[src/hw/icur_pkg.sv]
/*
  shared constants and carrier types for the smart card receive path.
  assumes a single system clock domain; card clock, card reset and the
  card i/o line arrive as pins and are synchronised inside the block.
*/
package icur_pkg;

  // ==========================================================
  // fifo geometry
  localparam int FIFO_MAX = 8;            // entries, fixed depth in threshold mode
  localparam int PTR_W = 3;               // pointer width for FIFO_MAX
  localparam int CNT_W = 4;               // level width, holds 0..FIFO_MAX
  localparam int OB_DEPTH = 2;            // output buffer entries

  // ==========================================================
  // character frame, counted in half etu steps from the start edge
  localparam int DATA_BITS = 8;
  localparam logic [4:0] HS_START_CHK = 5'h01;  // 0.5 etu: start bit still low
  localparam logic [4:0] HS_FIRST_BIT = 5'h03;  // 1.5 etu: first data bit
  localparam logic [4:0] HS_PAR_BIT = 5'h13;    // 9.5 etu: parity bit
  localparam logic [4:0] HS_DONE = 5'h15;       // 10.5 etu: verdict, error signal start
  localparam logic [4:0] HS_ERR_END = 5'h17;    // 11.5 etu: error signal ends after 1.0 etu

  // ==========================================================
  // early answer timing in card clock cycles
  localparam logic [8:0] EA_IGNORE_END = 9'h0c8;   // 200
  localparam logic [8:0] EA_WIN_END = 9'h170;      // 368
  localparam logic [8:0] EA_ACCEPT_END = 9'h190;   // 400, counter saturates here
  localparam logic [5:0] EA_SAMPLE_LAST = 6'h2d;   // 46 cycle sampling period, last count
  localparam logic [8:0] EA_UNCERTAIN = 9'h020;    // 32 cycle blind zone at window end

  // ==========================================================
  // reset values
  localparam logic [2:0] RETRY_RESET = 3'h0;
  localparam logic [2:0] SYNC_IDLE = 3'h7;         // clk, io, rst idle high

  // synchroniser lanes
  localparam int LANE_CLK = 0;
  localparam int LANE_IO = 1;
  localparam int LANE_RST = 2;

  // ==========================================================
  // carriers
  typedef struct packed {
    logic direction_select;        // 1 transmit, 0 receive
    logic protocol_select;         // 0 selects t=0, 1 selects t=1
    logic inverse_parity_select;   // 1 expects inverse parity
    logic threshold_enable_lo;
    logic threshold_enable_hi;
    logic [2:0] fifo_length_field;
    logic [2:0] parity_retry_count;
  } icur_cfg_type;

  typedef struct packed {
    logic overrun;
    logic parity_error;
    logic early_answer;
  } icur_clr_type;

  typedef struct packed {
    logic buffer_full_flag;
    logic fifo_empty_flag;
    logic overrun_flag;
    logic parity_error_flag;
    logic early_answer_flag;
  } icur_status_type;

  typedef enum logic [2:0] {
    RX_IDLE = 3'b001,
    RX_FRAME = 3'b010,
    RX_ERRSIG = 3'b100
  } icur_rx_state_type;

endpackage : icur_pkg

[src/hw/icur_rx.sv]
/*
  receive path of an iso 7816 card uart: start detection, bit sampling, parity check with
  error signalling and retry counting, early answer detection, an eight entry receive fifo
  and a two entry output buffer. assumes card_clk, card_reset and card_io_in are asynchronous
  pins, the card clock is at least four times slower than clk, other controls are on clk.
*/
// How it works
// - error signals only under t=0 reception
// - even parity over eight data plus parity
// - bad parity, counter nonzero: low 10.5-11.5 etu
// - retry counter loaded from retry count field
// - counter zero and bad parity sets flag
// - good character reloads the retry counter
// - plain mode depth is length plus one
// - plain mode full, empty, overrun discards new
// - reads return the oldest unread character
// - entering receive clears the fifo
// - t=0 stores passing, t=1 stores all
// - threshold mode: depth eight, length is threshold
// - full flag and irq while level exceeds threshold
// - threshold length zero: plain depth and flags, no irq
// - depth eight full, overrun overwrites last character
// - depth zero full at one, overrun overwrites
// - early answer windows set flag and irq
// - too early ignored, late accepted unflagged
// - 46 cycle sampling, 32 cycle blind zone
// - inverse parity select flips the good parity
// - receive when direction is zero, empty flag
`timescale 1ns/1ps

module icur_rx #(
  parameter int ETU_CLKS = 16   // card clocks per etu, even
) (
  // clock and reset
  input wire logic clk,
  input wire logic rst_n,
  // card side pins
  input wire logic card_clk,
  input wire logic card_reset,
  input wire logic card_io_in,
  output logic card_io_out_q,
  output logic card_io_oe_n_q,
  // control bits and flag clears
  input wire icur_pkg::icur_cfg_type cfg,
  input wire icur_pkg::icur_clr_type clr,
  // receive data stream towards the host
  output logic [7:0] rx_data_q,
  output logic rx_valid_q,
  input wire logic rx_ready,
  // status and interrupt
  output icur_pkg::icur_status_type status_q,
  output logic irq_q
);
  // ==========================================================
  // helpers
  localparam logic [15:0] HALF_LAST = 16'(ETU_CLKS / 2 - 1);
  // threshold mode only counts when a usable threshold is set
  function automatic logic thr_active(input icur_pkg::icur_cfg_type c);
    return c.threshold_enable_lo & c.threshold_enable_hi & (c.fifo_length_field != 3'h0);
  endfunction : thr_active

  // storage limit of the fifo plus output buffer
  function automatic logic [3:0] cap_of(input icur_pkg::icur_cfg_type c);
    if (thr_active(c)) begin
      return 4'(icur_pkg::FIFO_MAX);
    end
    return {1'b0, c.fifo_length_field} + 4'h1;
  endfunction : cap_of

  // ==========================================================
  // pin synchronisers
  logic [2:0] s1_q;  // first stage, read only by s2_q
  logic [2:0] s2_q, s3_q;  // later stages, compared for agreement
  logic [2:0] lvl_q, lvl_d;  // accepted levels
  // three stages; a level counts once stages two and three agree
  always_ff @(posedge clk or negedge rst_n) begin
    if (!rst_n) begin
      s1_q <= icur_pkg::SYNC_IDLE;
      s2_q <= icur_pkg::SYNC_IDLE;
      s3_q <= icur_pkg::SYNC_IDLE;
      lvl_q <= icur_pkg::SYNC_IDLE;
    end else begin
      s1_q <= {card_reset, card_io_in, card_clk};
      s2_q <= s1_q;
      s3_q <= s2_q;
      lvl_q <= lvl_d;
    end
  end

  always_comb begin
    for (int i = 0; i < 3; i++) begin
      lvl_d[i] = (s2_q[i] == s3_q[i]) ? s2_q[i] : lvl_q[i];
    end
  end

  logic cc_tick;   // one pulse per card clock rising edge
  logic io_fall;   // card line falling edge
  logic rst_edge;  // any change of card reset
  logic io_lvl, rst_lvl;  // settled line and card reset levels
  assign cc_tick = lvl_d[icur_pkg::LANE_CLK] & ~lvl_q[icur_pkg::LANE_CLK];
  assign io_fall = ~lvl_d[icur_pkg::LANE_IO] & lvl_q[icur_pkg::LANE_IO];
  assign rst_edge = lvl_d[icur_pkg::LANE_RST] ^ lvl_q[icur_pkg::LANE_RST];
  assign io_lvl = lvl_q[icur_pkg::LANE_IO];
  assign rst_lvl = lvl_q[icur_pkg::LANE_RST];
  // ==========================================================
  // early answer detection
  logic [8:0] ea_cnt_q;   // card clocks since last card reset change
  logic [5:0] ea_per_q;   // position inside a 46 cycle sampling period
  logic ea_hit;           // start bit seen in a flagged window
  logic ea_block;         // start bits too early to be accepted

  // both counters restart on every card reset change
  always_ff @(posedge clk or negedge rst_n) begin
    if (!rst_n) begin
      ea_cnt_q <= icur_pkg::EA_ACCEPT_END;
      ea_per_q <= 6'h00;
    end else if (rst_edge) begin
      ea_cnt_q <= 9'h000;
      ea_per_q <= 6'h00;
    end else if (cc_tick) begin
      if (ea_cnt_q != icur_pkg::EA_ACCEPT_END) begin
        ea_cnt_q <= ea_cnt_q + 9'h001;
      end
      ea_per_q <= (ea_per_q == icur_pkg::EA_SAMPLE_LAST) ? 6'h00 : ea_per_q + 6'h01;
    end
  end

  // the line is looked at once per sampling period; the last 32 cycles
  // of each window are blind, so a late start there goes unflagged
  always_comb begin
    ea_hit = 1'b0;
    if (cc_tick && ea_per_q == icur_pkg::EA_SAMPLE_LAST && !io_lvl
        && !cfg.direction_select
        && ea_cnt_q < icur_pkg::EA_WIN_END - icur_pkg::EA_UNCERTAIN) begin
      ea_hit = rst_lvl || ea_cnt_q >= icur_pkg::EA_IGNORE_END;
    end
  end
  assign ea_block = !rst_lvl && ea_cnt_q < icur_pkg::EA_IGNORE_END;
  // ==========================================================
  // character receiver
  icur_pkg::icur_rx_state_type st_q;
  logic [15:0] hc_q;        // card clocks inside the current half etu
  logic [4:0] hs_q;         // half etu steps since the start edge
  logic [8:0] sh_q;         // data bits then parity, lsb first
  logic accept_q;           // this character may be stored
  logic [2:0] retry_q;      // consecutive parity error counter
  logic [2:0] retry_cfg_q;  // last programmed retry count, to see rewrites
  logic wr_q;               // one cycle pulse: store wr_dat_q
  logic [7:0] wr_dat_q;
  logic pe_set_q;           // one cycle pulse: parity error flag
  logic step, par_ok;       // half etu boundary, parity verdict
  assign step = cc_tick && hc_q == HALF_LAST;
  // even parity over nine bits; inverse select makes odd the good one
  assign par_ok = (^sh_q) == cfg.inverse_parity_select;
  // frame sequencer; only runs while the direction is receive
  always_ff @(posedge clk or negedge rst_n) begin
    if (!rst_n) begin
      st_q <= icur_pkg::RX_IDLE;
      hc_q <= 16'h0000;
      hs_q <= 5'h00;
      sh_q <= 9'h000;
      accept_q <= 1'b0;
    end else if (cfg.direction_select) begin
      st_q <= icur_pkg::RX_IDLE;
    end else begin
      if (cc_tick) begin
        hc_q <= step ? 16'h0000 : hc_q + 16'h0001;
      end
      if (step) begin
        hs_q <= hs_q + 5'h01;
      end
      unique case (st_q)
        icur_pkg::RX_IDLE: begin
          if (io_fall) begin
            st_q <= icur_pkg::RX_FRAME;
            hc_q <= 16'h0000;
            hs_q <= 5'h00;
            accept_q <= !ea_block;
          end
        end
        icur_pkg::RX_FRAME: begin
          if (step) begin
            // sample in the middle of each bit
            if (hs_q + 5'h01 == icur_pkg::HS_START_CHK && io_lvl) begin
              st_q <= icur_pkg::RX_IDLE;  // glitch, not a start bit
            end else if (hs_q + 5'h01 >= icur_pkg::HS_FIRST_BIT
                         && hs_q + 5'h01 <= icur_pkg::HS_PAR_BIT && !hs_q[0]) begin
              sh_q <= {io_lvl, sh_q[8:1]};
            end else if (hs_q + 5'h01 == icur_pkg::HS_DONE) begin
              // error signal under t=0 while retries remain
              if (!cfg.protocol_select && !par_ok && retry_q != 3'h0) begin
                st_q <= icur_pkg::RX_ERRSIG;
              end else begin
                st_q <= icur_pkg::RX_IDLE;
              end
            end
          end
        end
        icur_pkg::RX_ERRSIG: begin
          if (step && hs_q + 5'h01 == icur_pkg::HS_ERR_END) begin
            st_q <= icur_pkg::RX_IDLE;
          end
        end
      endcase
    end
  end
  logic verdict;  // the 10.5 etu point of a character
  assign verdict = st_q == icur_pkg::RX_FRAME && step && hs_q + 5'h01 == icur_pkg::HS_DONE
                   && !cfg.direction_select;
  // retry counting and parity flag pulse
  always_ff @(posedge clk or negedge rst_n) begin
    if (!rst_n) begin
      retry_q <= icur_pkg::RETRY_RESET;
      retry_cfg_q <= icur_pkg::RETRY_RESET;
      pe_set_q <= 1'b0;
    end else begin
      retry_cfg_q <= cfg.parity_retry_count;
      pe_set_q <= 1'b0;
      if (retry_cfg_q != cfg.parity_retry_count) begin
        retry_q <= cfg.parity_retry_count;
      end else if (verdict && par_ok) begin
        retry_q <= cfg.parity_retry_count;
      end else if (verdict) begin
        if (cfg.protocol_select || retry_q == 3'h0) begin
          pe_set_q <= 1'b1;
        end else begin
          retry_q <= retry_q - 3'h1;
        end
      end
    end
  end

  // what reaches the fifo
  always_ff @(posedge clk or negedge rst_n) begin
    if (!rst_n) begin
      wr_q <= 1'b0;
      wr_dat_q <= 8'h00;
    end else begin
      wr_q <= verdict && accept_q && (cfg.protocol_select || par_ok);
      wr_dat_q <= sh_q[7:0];
    end
  end

  // open drain card line: pulled low only during the error signal
  always_ff @(posedge clk or negedge rst_n) begin
    if (!rst_n) begin
      card_io_out_q <= 1'b0;
      card_io_oe_n_q <= 1'b1;
    end else begin
      card_io_out_q <= 1'b0;
      card_io_oe_n_q <= !(st_q == icur_pkg::RX_ERRSIG && !cfg.direction_select);
    end
  end
  // ==========================================================
  // receive fifo and two entry output buffer
  logic [7:0] mem_q [icur_pkg::FIFO_MAX];
  logic [icur_pkg::PTR_W-1:0] wp_q, rp_q;  // write and read pointers
  logic [3:0] fcnt_q;    // entries in mem_q
  logic [1:0] obc_q;     // entries in the output buffer
  logic [7:0] ob1_q;     // second output buffer entry; rx_data_q is the first
  logic dir_prev_q;
  logic enter_rx, pop, move, push, ovw;  // per cycle fifo events
  logic [3:0] total, cap;  // entries held and storage limit
  logic [1:0] obn;  // output buffer entries after a pop
  assign enter_rx = dir_prev_q && !cfg.direction_select;
  assign pop = rx_valid_q && rx_ready;
  assign total = fcnt_q + {2'b00, obc_q};
  assign cap = cap_of(cfg);
  assign push = wr_q && (total - {3'b000, pop}) < cap;
  // in plain mode the newcomer is lost, in threshold mode it overwrites
  assign ovw = wr_q && !push && cfg.threshold_enable_lo && cfg.threshold_enable_hi;
  assign obn = obc_q - {1'b0, pop};
  assign move = fcnt_q != 4'h0 && obn != 2'h2;

  // storage; in plain mode a stall on rx_ready leaves words in place until taken
  always_ff @(posedge clk or negedge rst_n) begin
    if (!rst_n) begin
      wp_q <= '0;
      rp_q <= '0;
      fcnt_q <= 4'h0;
      obc_q <= 2'h0;
      ob1_q <= 8'h00;
      rx_data_q <= 8'h00;
      rx_valid_q <= 1'b0;
      dir_prev_q <= 1'b0;
    end else begin
      dir_prev_q <= cfg.direction_select;
      if (enter_rx) begin
        wp_q <= '0;
        rp_q <= '0;
        fcnt_q <= 4'h0;
        obc_q <= 2'h0;
        rx_valid_q <= 1'b0;
      end else begin
        if (push) begin
          mem_q[wp_q] <= wr_dat_q;
          wp_q <= wp_q + 1'b1;
        end else if (ovw && fcnt_q != 4'h0) begin
          mem_q[wp_q - 1'b1] <= wr_dat_q;
        end else if (ovw && obc_q == 2'h2) begin
          ob1_q <= wr_dat_q;
        end else if (ovw) begin
          rx_data_q <= wr_dat_q;
        end
        if (pop) begin
          rx_data_q <= ob1_q;
        end
        if (move) begin
          rp_q <= rp_q + 1'b1;
          if (obn == 2'h0) begin
            rx_data_q <= mem_q[rp_q];
          end else begin
            ob1_q <= mem_q[rp_q];
          end
        end
        fcnt_q <= fcnt_q + {3'b000, push} - {3'b000, move};
        obc_q <= obn + {1'b0, move};
        rx_valid_q <= (obn + {1'b0, move}) != 2'h0;
      end
    end
  end
  // ==========================================================
  // status flags and interrupt
  logic full_now, ovr_set;  // level at limit or above threshold, arrival with no room
  assign full_now = thr_active(cfg)
                    ? total > {1'b0, cfg.fifo_length_field}
                    : total >= cap;
  assign ovr_set = wr_q && !push;
  // sticky flags: a set in the clearing cycle wins
  always_ff @(posedge clk or negedge rst_n) begin
    if (!rst_n) begin
      status_q <= '0;
      status_q.fifo_empty_flag <= 1'b1;
    end else begin
      status_q.buffer_full_flag <= full_now && !enter_rx;
      status_q.fifo_empty_flag <= enter_rx || total == 4'h0;
      if (enter_rx) begin
        status_q.overrun_flag <= 1'b0;
      end else if (ovr_set) begin
        status_q.overrun_flag <= 1'b1;
      end else if (clr.overrun) begin
        status_q.overrun_flag <= 1'b0;
      end
      if (pe_set_q) begin
        status_q.parity_error_flag <= 1'b1;
      end else if (clr.parity_error) begin
        status_q.parity_error_flag <= 1'b0;
      end
      if (ea_hit) begin
        status_q.early_answer_flag <= 1'b1;
      end else if (clr.early_answer) begin
        status_q.early_answer_flag <= 1'b0;
      end
    end
  end

  // interrupt follows early answer and the threshold crossing
  always_ff @(posedge clk or negedge rst_n) begin
    if (!rst_n) begin
      irq_q <= 1'b0;
    end else begin
      irq_q <= status_q.early_answer_flag || ea_hit
               || (thr_active(cfg) && full_now && !enter_rx);
    end
  end

endmodule : icur_rx

[config.mk]
export PLATFORM = sky130hd
export DESIGN_NAME = icur_rx
export DESIGN_NICKNAME = d
export VERILOG_FILES = /design/src/hw/icur_pkg.sv /design/src/hw/icur_rx.sv
export SDC_FILE = /design/constraint.sdc
export NUM_CORES = 1
export LEC_CHECK = 0
export ABC_AREA = 1
export BUFFER_PORTS_ARGS = -buffer_cell sky130_fd_sc_hd__buf_2
export CAP_MARGIN = 20
export CORE_MARGIN = 1.5
export CORE_UTILIZATION = 35
export CTS_CLUSTER_DIAMETER = 200
export DETAILED_ROUTE_END_ITERATION = 8
export GPL_TIMING_DRIVEN = 1
export PLACE_DENSITY_LB_ADDON = 0.08
export SYNTH_ARGS = -nofsm -noshare
export SYNTH_HDL_FRONTEND = slang
export SYNTH_SLANG_ARGS = --single-unit
[constraint.sdc]
create_clock -name clk -period 8.2 [get_ports clk]
set_clock_uncertainty 0.05 [all_clocks]
set_input_delay 0.82 -clock clk [delete_from_list [all_inputs] [get_ports clk]]
set_output_delay 0.82 -clock clk [all_outputs]
set_load 0.005 [all_outputs]
### Yosys cells after proc, flatten, opt, wreduce, memory -nomap -nowiden

Memory sizes are Yosys's and may differ from the RTL's.
Index checks and enable logic that the tools add are counted.

| storage, ports and cells | value |
|---|---|
| bits in registers | 114 |
| bits in writable memories | 64 |
| bits of input ports | 20 |
| output and inout bits | 17 |
| logic and storage cells | 231 |
| memories | 1 |

Memories:

| name | words | width | read ports | clocked after memory_dff | wr ports | line | text |
|---|---|---|---|---|---|---|---|
| mem_q | 8 | 8 | 1 | 0 | 1 | icur_rx.sv:256 | `logic [7:0] mem_q [icur_pkg::FIFO_MAX];` |

| cells by class | value |
|---|---|
| add/sub/neg operators | 15 |
| order comparisons | 8 |
| equality and inequality tests | 22 |
| mux-type cells | 74 |
| bitwise logic cells | 9 |
| reduce and logical (&&, ||, !) cells | 71 |

Operators by type and width:

| cell | number |
|---|---|
| $mux W8 | 13 |
| $mux W16 | 4 |
| $mux W3 | 17 |
| $logic_and A1 B1 Y1 | 33 |
| $mux W9 | 3 |
| $mux W1 | 26 |
| $mux W6 | 3 |
| $add A16 B1 Y16 const B | 1 |
| $eq A16 B3 Y1 const B | 1 |
| $mux W5 | 3 |
| $reduce_bool A2 Y1 | 7 |
| $mux W4 | 3 |
| $ne A3 B3 Y1 const B | 4 |
| $reduce_bool A3 Y1 | 4 |
| $eq A5 B5 Y1 const B | 2 |
| $logic_not A1 Y1 | 10 |
| $reduce_and A5 Y1 | 2 |
| $add A9 B1 Y9 const B | 1 |
| $ge A9 B8 Y1 const B | 1 |
| $lt A9 B8 Y1 const B | 1 |
| $lt A9 B9 Y1 const B | 1 |
| $ne A9 B9 Y1 const B | 1 |
| $pmux W3 S3 | 1 |
| $reduce_xor A9 Y1 | 1 |
| other kinds (38) | 56 |

### Longest topological paths before layout

Gate-level depths: netlist (run 1).

| logic depth | value |
|---|---|
| word-level depth | 18 |
| mapped depth | 20 |
| gate-level depth less buffers | 19 |

### Worst setup path before layout (run 1)

OpenSTA, ideal clock, no wires.

| path | value |
|---|---|
| path kind | register to register |
| start | reg fcnt_q[0] |
| end | reg fcnt_q[2] |
| data arrival time | 3.385 ns |
| required time | 8.027 ns |
| path slack | 4.641 ns |
| stages on the path, launching flop included | 17 |
| path through | dfrtp_1 ha_1 inv_1 fa_1 xor2_1 nand3_1 xor2_1 ha_1 a21oi_1 nand3_1 buf_2 ha_1 inv_1 ha_1 fa_1 o21ai_0 a21oi_1 |

| on the way | value |
|---|---|
| longest elaborated chain between the ends | 7 |
| elaborated cells between the ends (all ways) | 9 |
| classes of those cells | 4 x add/sub; 1 x order compare; 1 x mux; 3 x reduce/logical |

Ends and longest elaborated chain:

| element | line | text |
|---|---|---|
| start, declared | icur_rx.sv:258 | `logic [3:0] fcnt_q;` |
| start signal, assigned | icur_rx.sv:316 | `fcnt_q <= fcnt_q + {3'b000, push} - {3'b000, move};` |
| $add A4 B2 Y4 | icur_rx.sv:267 | `assign total = fcnt_q + {2'b00, obc_q};` |
| $sub A4 B1 Y4 | icur_rx.sv:269 | `assign push = wr_q && (total - {3'b000, pop}) < cap;` |
| $lt A4 B4 Y1 | icur_rx.sv:269 |  |
| $logic_and A1 B1 Y1 | icur_rx.sv:269 |  |
| $add A4 B1 Y4 | icur_rx.sv:316 |  |
| $sub A4 B1 Y4 (*) | icur_rx.sv:316 |  |
| $mux W4 (*) | icur_rx.sv:288 | `if (enter_rx) begin` |

Mark *: on every way between the ends. The rest lies on a longest branch, timed or not.
A chain may end at the register's enable or synchronous reset.

### Final worst setup path (run 1)

| path | value |
|---|---|
| start | reg fcnt_q[1] |
| end | mem mem_q[4][6] (enable) |

| on the way | value |
|---|---|
| longest elaborated chain between the ends | 16 |
| elaborated cells between the ends (all ways) | 22 |
| classes of those cells | 2 x add/sub; 1 x order compare; 9 x mux; 10 x reduce/logical |

Ends and longest elaborated chain:

| element | line | text |
|---|---|---|
| $add A4 B2 Y4 | icur_rx.sv:267 |  |
| $sub A4 B1 Y4 | icur_rx.sv:269 |  |
| $lt A4 B4 Y1 | icur_rx.sv:269 |  |
| $logic_and A1 B1 Y1 | icur_rx.sv:269 |  |
| $logic_not A1 Y1 | icur_rx.sv:271 | `assign ovw = wr_q && !push && cfg.threshold_enable_lo && cfg.threshold_enable_hi;` |
| $logic_and A1 B1 Y1 (3 in series) | icur_rx.sv:271 |  |
| $logic_and A1 B1 Y1 | icur_rx.sv:298 | `end else if (ovw && fcnt_q != 4'h0) begin` |
| $mux W1 | icur_rx.sv:298 |  |
| $mux W1 | icur_rx.sv:295 | `if (push) begin` |
| $mux W1 | icur_rx.sv:288 |  |
| $logic_and A1 B1 Y1 (not written as such) | icur_rx.sv:299 | `mem_q[wp_q - 1'b1] <= wr_dat_q;` |
| $mux W1 (not written as such) | icur_rx.sv:299 |  |
| $reduce_or A8 Y1 (no source line) | - |  |
| $mux W3 (no source line) / $mux W1 (equally long branches) | - |  |
| end, declared | icur_rx.sv:256 |  |

Several ways; a longest one is shown, not always the timed one.

==> key figures, run 1 <==
Timing
  – Setup-failing EPs final: 0
  – Slew Limit Fails: 0
  – Worst-Margin Slew: 1020 ps
  – Hold Violations, Final: 0
  – Final critical-path share of the clock period: 53.1%
  – Worst Hold Slack: 307 ps
  – RSZ-0062 raised after global routing: no
  – Highest Clock Rate: 230 MHz
  – Setup_tns: 0 ps
  – Period minus WS final: 4350 ps
  – Slew headroom: 32.0%

Clock network
  – Latest clock arrival within the worst-skew pair: 440 ps
  – Htree depth: 4
  – Clock transition at path regs: 80 ps
  – Clk sink count: 178
  – Post-CTS setup buffer count: 0
  – CTS tree: done
  – Hold-fix buffers, CTS: 0
  – CTS max path bufs: 2
  – Cts bufs inserted: 17
  – Clock root buffer: clkbuf_16
  – Post-CTS Resized: 0

Setup path
  – Worst Path Max Fanout: 14
  – R2R depth: 13
  – Crit. End Element: flop
  – Critical Path Sink: mem_q[4][6]
  – CP Class: flop to flop
  – Startpoint types: flop
  – Worst setup path start: fcnt_q[1]
  – Worst r2r dst: mem_q[4][6]
  – Worst Path Required: 8220 ps
  – Internal reg-to-reg setup slack: 3850 ps
  – Crit path DAT: 4370 ps
  – RR Startpoint: fcnt_q[1]

Cells and area
  – # nets final: 1108
  – Commonest non-fill, non-tap cell in the layout: nand2_1
  – Commonest non-fill, non-tap cells in the layout: nand2_1 (182), inv_1 (131), nor2_1 (116)
  – # diodes: 0
  – Layout area overhead: 12.0%
  – Non-Filler Instances: 1394
  – Layout cells sized above 1: 13.6%

Min path
  – Hold path startpoint: s1_q[1]
  – HP Class: flop to flop
  – Hold path depth: 0

Floorplan
  – Initial Utilization: 36.0%
  – Die H: 164 um
  – Cell Rows: 58
  – Die W: 164 um
  – Full die area: 27000 um2
  – Core outline area: 25300 um2
  – # IOs: 37

Synthesis
  – Mapped cell area: 9100 um2
  – Syn Inst Count: 1017
  – Async set or reset register ratio after synthesis: 64.0%
  – Most used DFF post-synth: dfrtp_1
  – Post-synth EDFFs: 64
  – Seq/Total Area, Yosys: 52.7%
  – Post-synthesis net count: 1074
  – Post-synth cell types: 60
  – #FFs+latches synth: 178
  – Ys Warns: 0
  – Syn Area/Cell: 8.95 um2

Pwr
  – Int Power: 1850 uW
  – Clk network pwr share: 26.3%
  – Lkg Pwr: 0.00456 uW
  – Power per Cell Area: 302 nW/um2
  – Sequential power share: 37.0%
  – Gate power share: 36.7%
  – Switching share of power: 39.9%
  – Switching pwr: 1230 uW
  – Peak VDD IR: 125 uV

Placement
  – # placed instances: 1362
  – PortBufs: 35
  – HPWL Detailed: 14.8 mm
  – Routability Congestion: 0.828

Global routing
  – Initial antenna violation count: 0
  – Largest net degree at the start of global routing: 78
  – GR Overflow Total: 0
  – Tot GR Track Use: 16.9%
  – Number of global-route vias before repair: 6645
  – First-pass GRT wire length: 35.0 mm

Route
  – Post-Route WL: 21.2 mm
  – Post-DRT Antenna Nets: 0
  – Via count: 6655
  – Avg WL per Cell: 15.2 um
  – Drt first pass iters: 5
  – Via density: 4.77
  – Drc violations: 0
  – Iteration-0 DRC Markers: 502

Flow run
  – Max-cap viol count: 0

Run status
  – Status: completed
## layer usage
metal	GRT usage [%]	vias to the layer above	share of wire, %	wire (um)
li1	-	3418	-	-
met1	23.4	3136	50	10500
met2	26.8	82	46	9820
met3	3.01	19	2.8	602
met4	5.17	0	1.3	285
met5	0	-	0	0
## worst max-delay path, stage by stage (launching register included)
cell and delay, ps:
dfrtp_1 410, inv_1 130, fa_1 450, xor2_1 290
nand3_1 130, xor2_1 180, ha_1 320, a21oi_1 220
nand3_1 480, nand2_1 240, inv_2 110, nor2_1 180
nand2_1 140, nor2_1 640
## flip-flops by register name, indices dropped and copies added, names as in the netlist, 4 cells and up
name       flops
hs_q           5
ea_cnt_q       9
mem_q         64
ea_per_q       6
ob1_q          8
wr_dat_q       8
status_q       5
hc_q          16
fcnt_q         4
rx_data_q      8
sh_q           9
## kinds of logic after synthesis
kind of cell,after synthesis,share of synthesized area (%)
AO/OA/AOI/OAI,169,10.5
buffers and inverters,175,7.45
AND/OR/NAND/NOR,428,21.3
XOR/XNOR,26,2.50
multiplexers,1,0.124
adder cells (fa/ha/maj),39,5.47
other,1,0.0412
flip-flops,178,52.7
## cell usage after synthesis, types with 3 or more instances
cell type,number,area [um2]
a211oi_1,3,22.5
a21oi_1,32,160
a31oi_1,5,31.3
buf_2,3,15.0
clkbuf_1,16,60.1
dfrtp_1,96,2400
dfstp_2,18,473
edfxtp_1,64,1920
ha_1,35,438
inv_1,131,492
inv_2,17,63.8
nand2_1,182,683
nand2_2,12,75.1
nand3_1,57,285
nand3_2,5,50.1
nand3b_1,3,22.5
nand4_1,16,100
nor2_1,116,435
nor2_2,4,25.0
nor2_4,4,45.0
nor3_1,17,85.1
nor3_2,3,30.0
o211ai_1,4,30.0
o21ai_0,65,325
o21ai_1,24,120
o22ai_1,16,100
o31ai_1,4,30.0
xnor2_1,8,70.1
xor2_1,18,158
## how the worst min path moves through the flow
stage,to,slack (ps)
after floorplan,s2_q[0],300
after global placement,s2_q[1],300
after detailed placement,s2_q[1],300
after CTS,s2_q[1],310
after global routing,s2_q[2],320
final,s2_q[1],310
## per-stage QoR
stage / utilization, % / setup slack [ps] / area (um2) / power (uW)
detailed placement: 38.0 / 3540 / 9620 / 2290
global route: 40.3 / 3490 / 10200 / 3340
floorplan: - / 4640 / 9100 / 1970
CTS: 40.3 / 3820 / 10200 / 3120
global placement: 38.0 / 3680 / 9620 / 2290
finish: 40.3 / 3850 / 10200 / 3080
## power by group through the flow
stage                     Combinational (uW)  Sequential, uW  Clock (uW)
after floorplan                          837            1130           0
after global placement                  1140            1160           0
after detailed placement                1130            1160           0
after CTS                               1140            1140         838
after global routing                    1310            1160         873
final                                   1130            1140         810
## layout make-up
class | count | area [um2]
sequential | 178 | 4800
clock inverter | 15 | 155
timing repair buffer | 38 | 204
inverter | 152 | 577
clock buffer | 17 | 425
multi-input combinational | 664 | 3630
fill | 2543 | 15100
tap | 330 | 413
No activity file was read; power rests on OpenSTA's default activity.
==> inputs of run 2 (changes only) <==
Clock period 8.2 ns to 3.6 ns, I/O delays scaled along.
==> run 2 against run 1 <==
Effect of this change:
- combinational power grew 140%
- sequential power is 130% higher
- largest power group is now combinational logic
- wire length fell by 2.6%
==> key figures, run 2 (synthesized netlist as in run 1, its figures left out) <==
Run status
  – Status: completed (unchanged)

Floorplan
  – Die H: 164 um (unchanged)
  – Cell Rows: 58 (unchanged)
  – Die W: 164 um (unchanged)
  – Initial Utilization: 36.0% (unchanged)
  – # IOs: 37 (unchanged)
  – Full die area: 27000 um2 (unchanged)
  – Core outline area: 25300 um2 (unchanged)

Global routing
  – Largest net degree at the start of global routing: 48 (was 78)
  – GR Overflow Total: 0 (unchanged)
  – Number of global-route vias before repair: 6477 (was 6645)
  – Initial antenna violation count: 0 (unchanged)
  – Tot GR Track Use: 16.4% (was 16.9%)
  – First-pass GRT wire length: 34.0 mm (was 35.0 mm)

Setup path
  – Crit. End Element: flop (unchanged)
  – CP Class: flop to flop (unchanged)
  – Crit path DAT: 3660 ps (was 4370 ps)
  – Startpoint types: flop (unchanged)
  – Worst Path Max Fanout: 3 (was 14)
  – Most used cell, CP: ha_1
  – Worst path slowest cell: fa_2 (was nor2_1)
  – Worst Path Required: 3860 ps (was 8220 ps)
  – Critical path, cell by cell: ha_1 -> inv_1 -> fa_2 -> nand3_1 -> xor2_1 -> ha_1 -> a21oi_2 -> nand3_2 -> ha_1 -> inv_1 -> ha_1 -> fa_1 -> o21ai_1 -> a21oi_1 (was inv_1 -> fa_1 -> xor2_1 -> nand3_1 -> xor2_1 -> ha_1 -> a21oi_1 -> nand3_1 -> nand2_1 -> inv_2 -> nor2_1 -> nand2_1 -> nor2_1)
  – CP peak stage delay: 560 ps (was 640 ps)

Cells and area
  – Largest register FFs: 64 (unchanged)
  – Largest registers: mem_q: 64 flops, hc_q: 16 flops (unchanged)
  – Layout area overhead: 13.9% (was 12.0%)
  – # diodes: 0 (unchanged)
  – Largest Register: mem_q (unchanged)
  – # fillers: 2536 (was 2543)
  – # nets final: 1130 (was 1108)
  – Commonest non-fill, non-tap cell in the layout: nand2_1 (unchanged)
  – Layout cells sized above 1: 15.0% (was 13.6%)
  – Non-Filler Instances: 1416 (was 1394)
  – Final design utilization: 41.0% (was 40.3%)
  – Design Area, Final: 10400 um2 (was 10200 um2)
  – Commonest non-fill, non-tap cells in the layout: nand2_1 (182), inv_1 (131), nor2_1 (116) (unchanged)

Timing
  – Slew headroom: 37.4% (was 32.0%)
  – Worst-Margin Slew: 938 ps (was 1020 ps)
  – Highest Clock Rate: 295 MHz (was 230 MHz)
  – Final critical-path share of the clock period: 94.3% (was 53.1%)
  – Final worst slack: 205 ps (was 3850 ps)
  – Hold Violations, Final: 0 (unchanged)
  – Slew Limit Fails: 0 (unchanged)
  – Setup-failing EPs final: 0 (unchanged)
  – Setup_tns: 0 ps (unchanged)
  – RSZ-0062 raised after global routing: yes (was no)
  – Period minus WS final: 3390 ps (was 4350 ps)

Clock network
  – Cts bufs inserted: 17 (unchanged)
  – CTS max path bufs: 2 (unchanged)
  – Latest clock arrival within the worst-skew pair: 440 ps (about the same)
  – Clock root buffer: clkbuf_16 (unchanged)
  – Htree depth: 4 (unchanged)
  – Clock transition at path regs: 70 ps (was 80 ps)
  – Clk sink count: 178 (unchanged)
  – CTS tree: done (unchanged)

Route
  – Drc violations: 0 (unchanged)
  – Post-DRT Antenna Nets: 0 (unchanged)
  – Via count: 6670 (was 6655)
  – Post-Route WL: 20.7 mm (was 21.2 mm)
  – Iteration-0 DRC Markers: 411 (was 502)
  – Drt first pass iters: 4 (was 5)
  – Via density: 4.71 (was 4.77)
  – Avg WL per Cell: 14.6 um (was 15.2 um)

Pwr
  – Gate power share: 38.1% (was 36.7%)
  – Switching share of power: 39.1% (was 39.9%)
  – Lkg Pwr: 0.00468 uW (was 0.00456 uW)
  – Power per Cell Area: 674 nW/um2 (was 302 nW/um2)
  – Sequential power share: 36.7% (was 37.0%)
  – Clk network pwr share: 25.2% (was 26.3%)
  – Switching pwr: 2730 uW (was 1230 uW)
  – Peak VDD IR: 397 uV (was 125 uV)
  – Int Power: 4260 uW (was 1850 uW)

Placement
  – PortBufs: 35 (unchanged)
  – Post-Place Worst Slack: 96.1 ps (was 3540 ps)
  – # placed instances: 1379 (was 1362)
  – HPWL Detailed: 14.6 mm (was 14.8 mm)
  – Routability Congestion: 0.806 (was 0.828)
  – Placed inst area: 9750 um2 (was 9620 um2)

Flow run
  – Max-cap viol count: 0 (unchanged)

Min path
  – HP Class: input pin to flop (was flop to flop)
[run 2: final cells by class]
| cell class | count | area (um2) | area share [%] |
|---|---|---|---|
| sequential | 178 | 4800 | 46.2 |
| multi-input combinational | 664 | 3650 | 35.2 |
| inverter | 152 | 577 | 5.56 |
| clock buffer | 18 | 429 | 4.14 |
| tap | 330 | 413 | 3.98 |
| timing repair buffer | 60 | 387 | 3.73 |
| clock inverter | 14 | 121 | 1.17 |
[run 2: stage by stage]
step           total power, uW  hold WS (ps)
5_1_grt                   7600          10.4
4_1_cts                   7050          1.59
3_3_place_gp              5270           224
2_1_floorplan             4490          14.4
3_5_place_dp              5240           231
6_report                  7000          25.8
[run 2: worst paths after layout]
check / from / to / slack (ps) / cells after the start
max reg2reg: fcnt_q[0] / fcnt_q[2] / 210 / 14
max: fcnt_q[0] / fcnt_q[2] / 210 / 14
min reg2reg: s1_q[1] / s2_q[1] / 310 / 0
min in group asynchronous: rst_n / rp_q[1] / 320 / 2
min: cfg[2] / retry_cfg_q[2] / 30 / 1
max in group asynchronous: rst_n / wr_dat_q[1] / 1660 / 4
[run 2: worst max-delay path: cells and delay by family (launching register included)]
family                   cells  cell delay (ps)
AO/OA/AOI/OAI                3              400
XOR/XNOR                     1              180
adder cells (fa/ha/maj)      6             1950
buffers and inverters        2              100
flip-flops                   1              390
AND/OR/NAND/NOR              2              230
[run 2: metal layers]
layer | wire (um) | part of all wire [%] | GRT usage [%] | vias up
li1 | - | - | - | 3468
met3 | 625 | 3.0 | 2.90 | 18
met1 | 10800 | 52 | 24.1 | 3091
met4 | 296 | 1.4 | 4.79 | 0
met5 | 0 | 0 | 0 | -
met2 | 8960 | 43 | 24.5 | 93
[run 2: power by group through the flow]
stage                     clock [uW]  combinational [uW]  sequential (uW)
after floorplan                    0                1920             2570
after global placement             0                2660             2610
after detailed placement           0                2630             2610
after CTS                       1820                2650             2570
after global routing            1900                3090             2610
final                           1760                2660             2570
[run 2: repair_timing]
action,4_1_cts,5_1_grt
endpoints found under the hold margin,31,0
endpoints found under the setup margin,0,67
buffers inserted,0,1
hold buffers,4,0
gates resized for setup,0,7
==> inputs of run 3 (changes only) <==
Settings changed: ABC_AREA 1 to unset.
==> run 3 against run 2 <==
Effect of this change:
- wire length decreased by 4.4%
- final area decreased by 0.58%
- synthesized area decreased by 1.9%
- clock-buffer cell count unchanged
- worst hold slack got worse by 8.1 ps
- non-clock buffer count increased by 9
- critical endpoint is now mem_q[3][3]
- cell count decreased by 17%
- setup slack got worse by 140 ps
- first-iteration DRC count decreased by 0.49%
- synthesized cell count decreased by 24%
- die area decreased by 1.8%
==> key figures, run 3 <==
Setup path
  – CP bufs+invs: 5 (was 2)
  – Worst path slowest cell: fa_2 (unchanged)
  – Startpoint types: flop (unchanged)
  – CP peak stage delay: 600 ps (was 560 ps)
  – Worst Path Required: 3680 ps (was 3860 ps)
  – CP Class: flop to flop (unchanged)
  – Worst Path Max Fanout: 8 (was 3)
  – Crit. End Element: flop (unchanged)
  – Most used cell, CP: buf_4 (was ha_1)
  – Critical path, cell by cell: ha_2 -> inv_2 -> fa_2 -> nand3_2 -> xnor2_2 -> ha_1 -> buf_4 -> a21oi_4 -> o211ai_1 -> buf_4 -> nor3_1 -> buf_4 -> nand2_1 -> o22ai_1 -> buf_4 (was ha_1 -> inv_1 -> fa_2 -> nand3_1 -> xor2_1 -> ha_1 -> a21oi_2 -> nand3_2 -> ha_1 -> inv_1 -> ha_1 -> fa_1 -> o21ai_1 -> a21oi_1)
  – Crit path DAT: 3610 ps (was 3660 ps)
  – Crit path max-delay family: adder cells (unchanged)

Timing
  – Highest Clock Rate: 283 MHz (was 295 MHz)
  – Worst-Margin Slew: 959 ps (was 938 ps)
  – Hold Violations, Final: 0 (unchanged)
  – Period minus WS final: 3530 ps (was 3390 ps)
  – Final critical-path share of the clock period: 98.1% (was 94.3%)
  – RSZ-0062 raised after global routing: yes (unchanged)
  – Setup_tns: 0 ps (unchanged)
  – Slew headroom: 36.0% (was 37.4%)
  – Slew Limit Fails: 0 (unchanged)
  – Setup-failing EPs final: 0 (unchanged)

Placement
  – HPWL Detailed: 14.0 mm (was 14.6 mm)
  – Routability Congestion: 0.822 (was 0.806)
  – # placed instances: 1128 (was 1379)
  – Placed inst area: 9550 um2 (was 9750 um2)
  – PortBufs: 35 (unchanged)

Cells and area
  – Largest registers: mem_q: 64 flops, hc_q: 16 flops (unchanged)
  – Largest register FFs: 64 (unchanged)
  – # nets final: 885 (was 1130)
  – Layout cells sized above 1: 20.6% (was 15.0%)
  – Commonest non-fill, non-tap cells in the layout: dfrtp_1 (96), nor2_1 (64), edfxtp_1 (64) (was nand2_1 (182), inv_1 (131), nor2_1 (116))
  – Non-Filler Instances: 1171 (was 1416)
  – Commonest non-fill, non-tap cell in the layout: dfrtp_1 (was nand2_1)
  – Largest Register: mem_q (unchanged)
  – Design Area, Final: 10300 um2 (was 10400 um2)
  – Layout area overhead: 15.4% (was 13.9%)
  – # diodes: 0 (unchanged)

Global routing
  – First-pass GRT wire length: 32.4 mm (was 34.0 mm)
  – Most Used Layer, Global Route: met2 (unchanged)
  – Met3 Usage GRT: 2.75% (was 2.90%)
  – Largest net degree at the start of global routing: 72 (was 48)
  – Number of global-route vias before repair: 6220 (was 6477)
  – Initial antenna violation count: 0 (unchanged)
  – Global-route met2 utilization: 27.4% (was 24.5%)
  – GR Overflow Total: 0 (unchanged)
  – Tot GR Track Use: 15.7% (was 16.4%)
  – Met1 Use GR: 19.8% (was 24.1%)

Synthesis
  – Synth top area cells: dfrtp_1 (27%), edfxtp_1 (22%), dfstp_2 (5.3%), ha_1 (4.9%), o21ai_0 (3.0%) (was dfrtp_1 (26%), edfxtp_1 (21%), nand2_1 (7.5%), inv_1 (5.4%), dfstp_2 (5.2%))
  – Post-synth EDFFs: 64 (unchanged)
  – Yosys top cell by area: dfrtp_1 (unchanged)
  – Async set or reset register ratio after synthesis: 64.0% (unchanged)
  – Post-synthesis net count: 833 (was 1074)
  – Syn Area/Cell: 11.5 um2 (was 8.95 um2)
  – #FFs+latches synth: 178 (unchanged)
  – Count leader, synth: dfrtp_1 (was nand2_1)
  – Seq/Total Area, Yosys: 53.7% (was 52.7%)
  – Post-synth cell types: 78 (was 60)
  – Most used DFF post-synth: dfrtp_1 (unchanged)
  – Syn Inst Count: 776 (was 1017)
  – Mapped cell area: 8930 um2 (was 9100 um2)
  – Ys Warns: 0 (unchanged)
  – Post-synth top cells: dfrtp_1 (96), edfxtp_1 (64), nor2_1 (64) (was nand2_1 (182), inv_1 (131), nor2_1 (116))
  – Share of the synthesized area in the top cell type: 26.9% (was 26.4%)

Route
  – Via density: 5.22 (was 4.71)
  – Post-Route WL: 19.8 mm (was 20.7 mm)
  – Avg WL per Cell: 16.9 um (was 14.6 um)
  – Drt first pass iters: 5 (was 4)
  – Via count: 6112 (was 6670)
  – Post-DRT Antenna Nets: 0 (unchanged)
  – Drc violations: 0 (unchanged)
  – Iteration-0 DRC Markers: 409 (was 411)

Clock network
  – Clock root buffer: clkbuf_16 (unchanged)
  – CTS max path bufs: 2 (unchanged)
  – Htree depth: 4 (unchanged)
  – Clk sink count: 178 (unchanged)
  – Cts bufs inserted: 17 (unchanged)
  – Clock transition at path regs: 80 ps (was 70 ps)
  – Latest clock arrival within the worst-skew pair: 430 ps (was 440 ps)
  – CTS tree: done (unchanged)

Floorplan
  – Full die area: 26500 um2 (was 27000 um2)
  – Die W: 163 um (was 164 um)
  – Cell Rows: 58 (unchanged)
  – # IOs: 37 (unchanged)
  – Core outline area: 25100 um2 (was 25300 um2)
  – Initial Utilization: 35.6% (was 36.0%)
  – Die H: 163 um (was 164 um)

Min path
  – HP Class: input pin to asynchronous set/reset pin (was input pin to flop)

Pwr
  – Peak VDD IR: 414 uV (was 397 uV)
  – Power per Cell Area: 605 nW/um2 (was 674 nW/um2)
  – Pwr Total: 6240 uW (was 7000 uW)
  – Lkg Pwr: 0.00398 uW (was 0.00468 uW)

Run status
  – Status: completed (unchanged)

Flow run
  – Max-cap viol count: 0 (unchanged)
-- run 3: cell types whose count changed in the layout (fill, tap and decap cells not counted), moves of 13 or more --
cell	change
nor2_1	-52
and3_1	+18
nand3_1	-31
o21ai_1	-14
inv_2	-14
nand2_1	-137
o21ai_0	-13
inv_1	-96
-- run 3: area by class of cell --
cell class / count / area, um2
Tap cell: 330 / 413
Fill cell: 2451 / 14800
Multi-Input combinational cell: 523 / 3940
Sequential cell: 178 / 4800
Clock inverter: 14 / 116
Inverter: 39 / 146
Timing Repair Buffer: 69 / 469
Clock buffer: 18 / 429
-- run 3: path summary, 6_finish.rpt --
path,slack [ps],cells past startpoint,startpoint,endpoint
setup / recovery,70,15,obc_q[0],mem_q[3][3]
max in group asynchronous,2690,2,rst_n,hs_q[3]
hold / removal,20,2,rst_n,ob1_q[5]
min in group clk,20,1,cfg[1],retry_cfg_q[1]
hold reg to reg,310,0,s1_q[2],s2_q[2]
setup reg to reg,70,15,obc_q[0],mem_q[3][3]
-- run 3: what timing repair did --
action / in CTS / in global routing
gates resized for setup: 0 / 29
hold endpoints to repair: 3 / 0
setup endpoints to repair: 0 / 75
hold buffers: 3 / 0
buffers inserted: 0 / 8
-- run 3: per-stage QoR --
| step | setup slack [ps] | hold WS, ps | util [%] |
|---|---|---|---|
| 5_1_grt | -106 | 10.8 | 41.1 |
| 4_1_cts | 31.1 | 5.52 | 40.3 |
| 3_3_place_gp | 112 | 296 | 38.0 |
| 2_1_floorplan | -126 | 14.4 | - |
| 6_report | 67.3 | 17.7 | 41.1 |
| 3_5_place_dp | 71.1 | 297 | 38.1 |
-- run 3: per-layer routing --
| layer | wire (um) | part of all wire, % | up-vias |
|---|---|---|---|
| met1 | 9070 | 46 | 3076 |
| li1 | - | - | 2957 |
| met2 | 10100 | 51 | 69 |
| met5 | 0 | 0 | - |
| met3 | 441 | 2.2 | 10 |
| met4 | 164 | 0.83 | 0 |
-- run 3: report_power, final --
group | total [uW] | internal [uW] | switching (uW)
combinational | 1990 | 941 | 1050
clock | 1750 | 907 | 843
sequential | 2500 | 2310 | 191
total | 6240 | 4160 | 2080
-- run 3: cell families (layout without fill, tap and decap cells) --
logic type | count (synthesis) | in the layout | share of synthesized area, %
AO/OA/AOI/OAI | 166 | 166 | 11.8
XOR/XNOR | 39 | 39 | 4.19
adder cells (fa/ha/maj) | 38 | 38 | 5.46
buffers and inverters | 75 | 140 | 3.70
flip-flops | 178 | 178 | 53.7
multiplexers | 37 | 37 | 7.02
other | 1 | 1 | 0.0420
AND/OR/NAND/NOR | 242 | 242 | 14.1
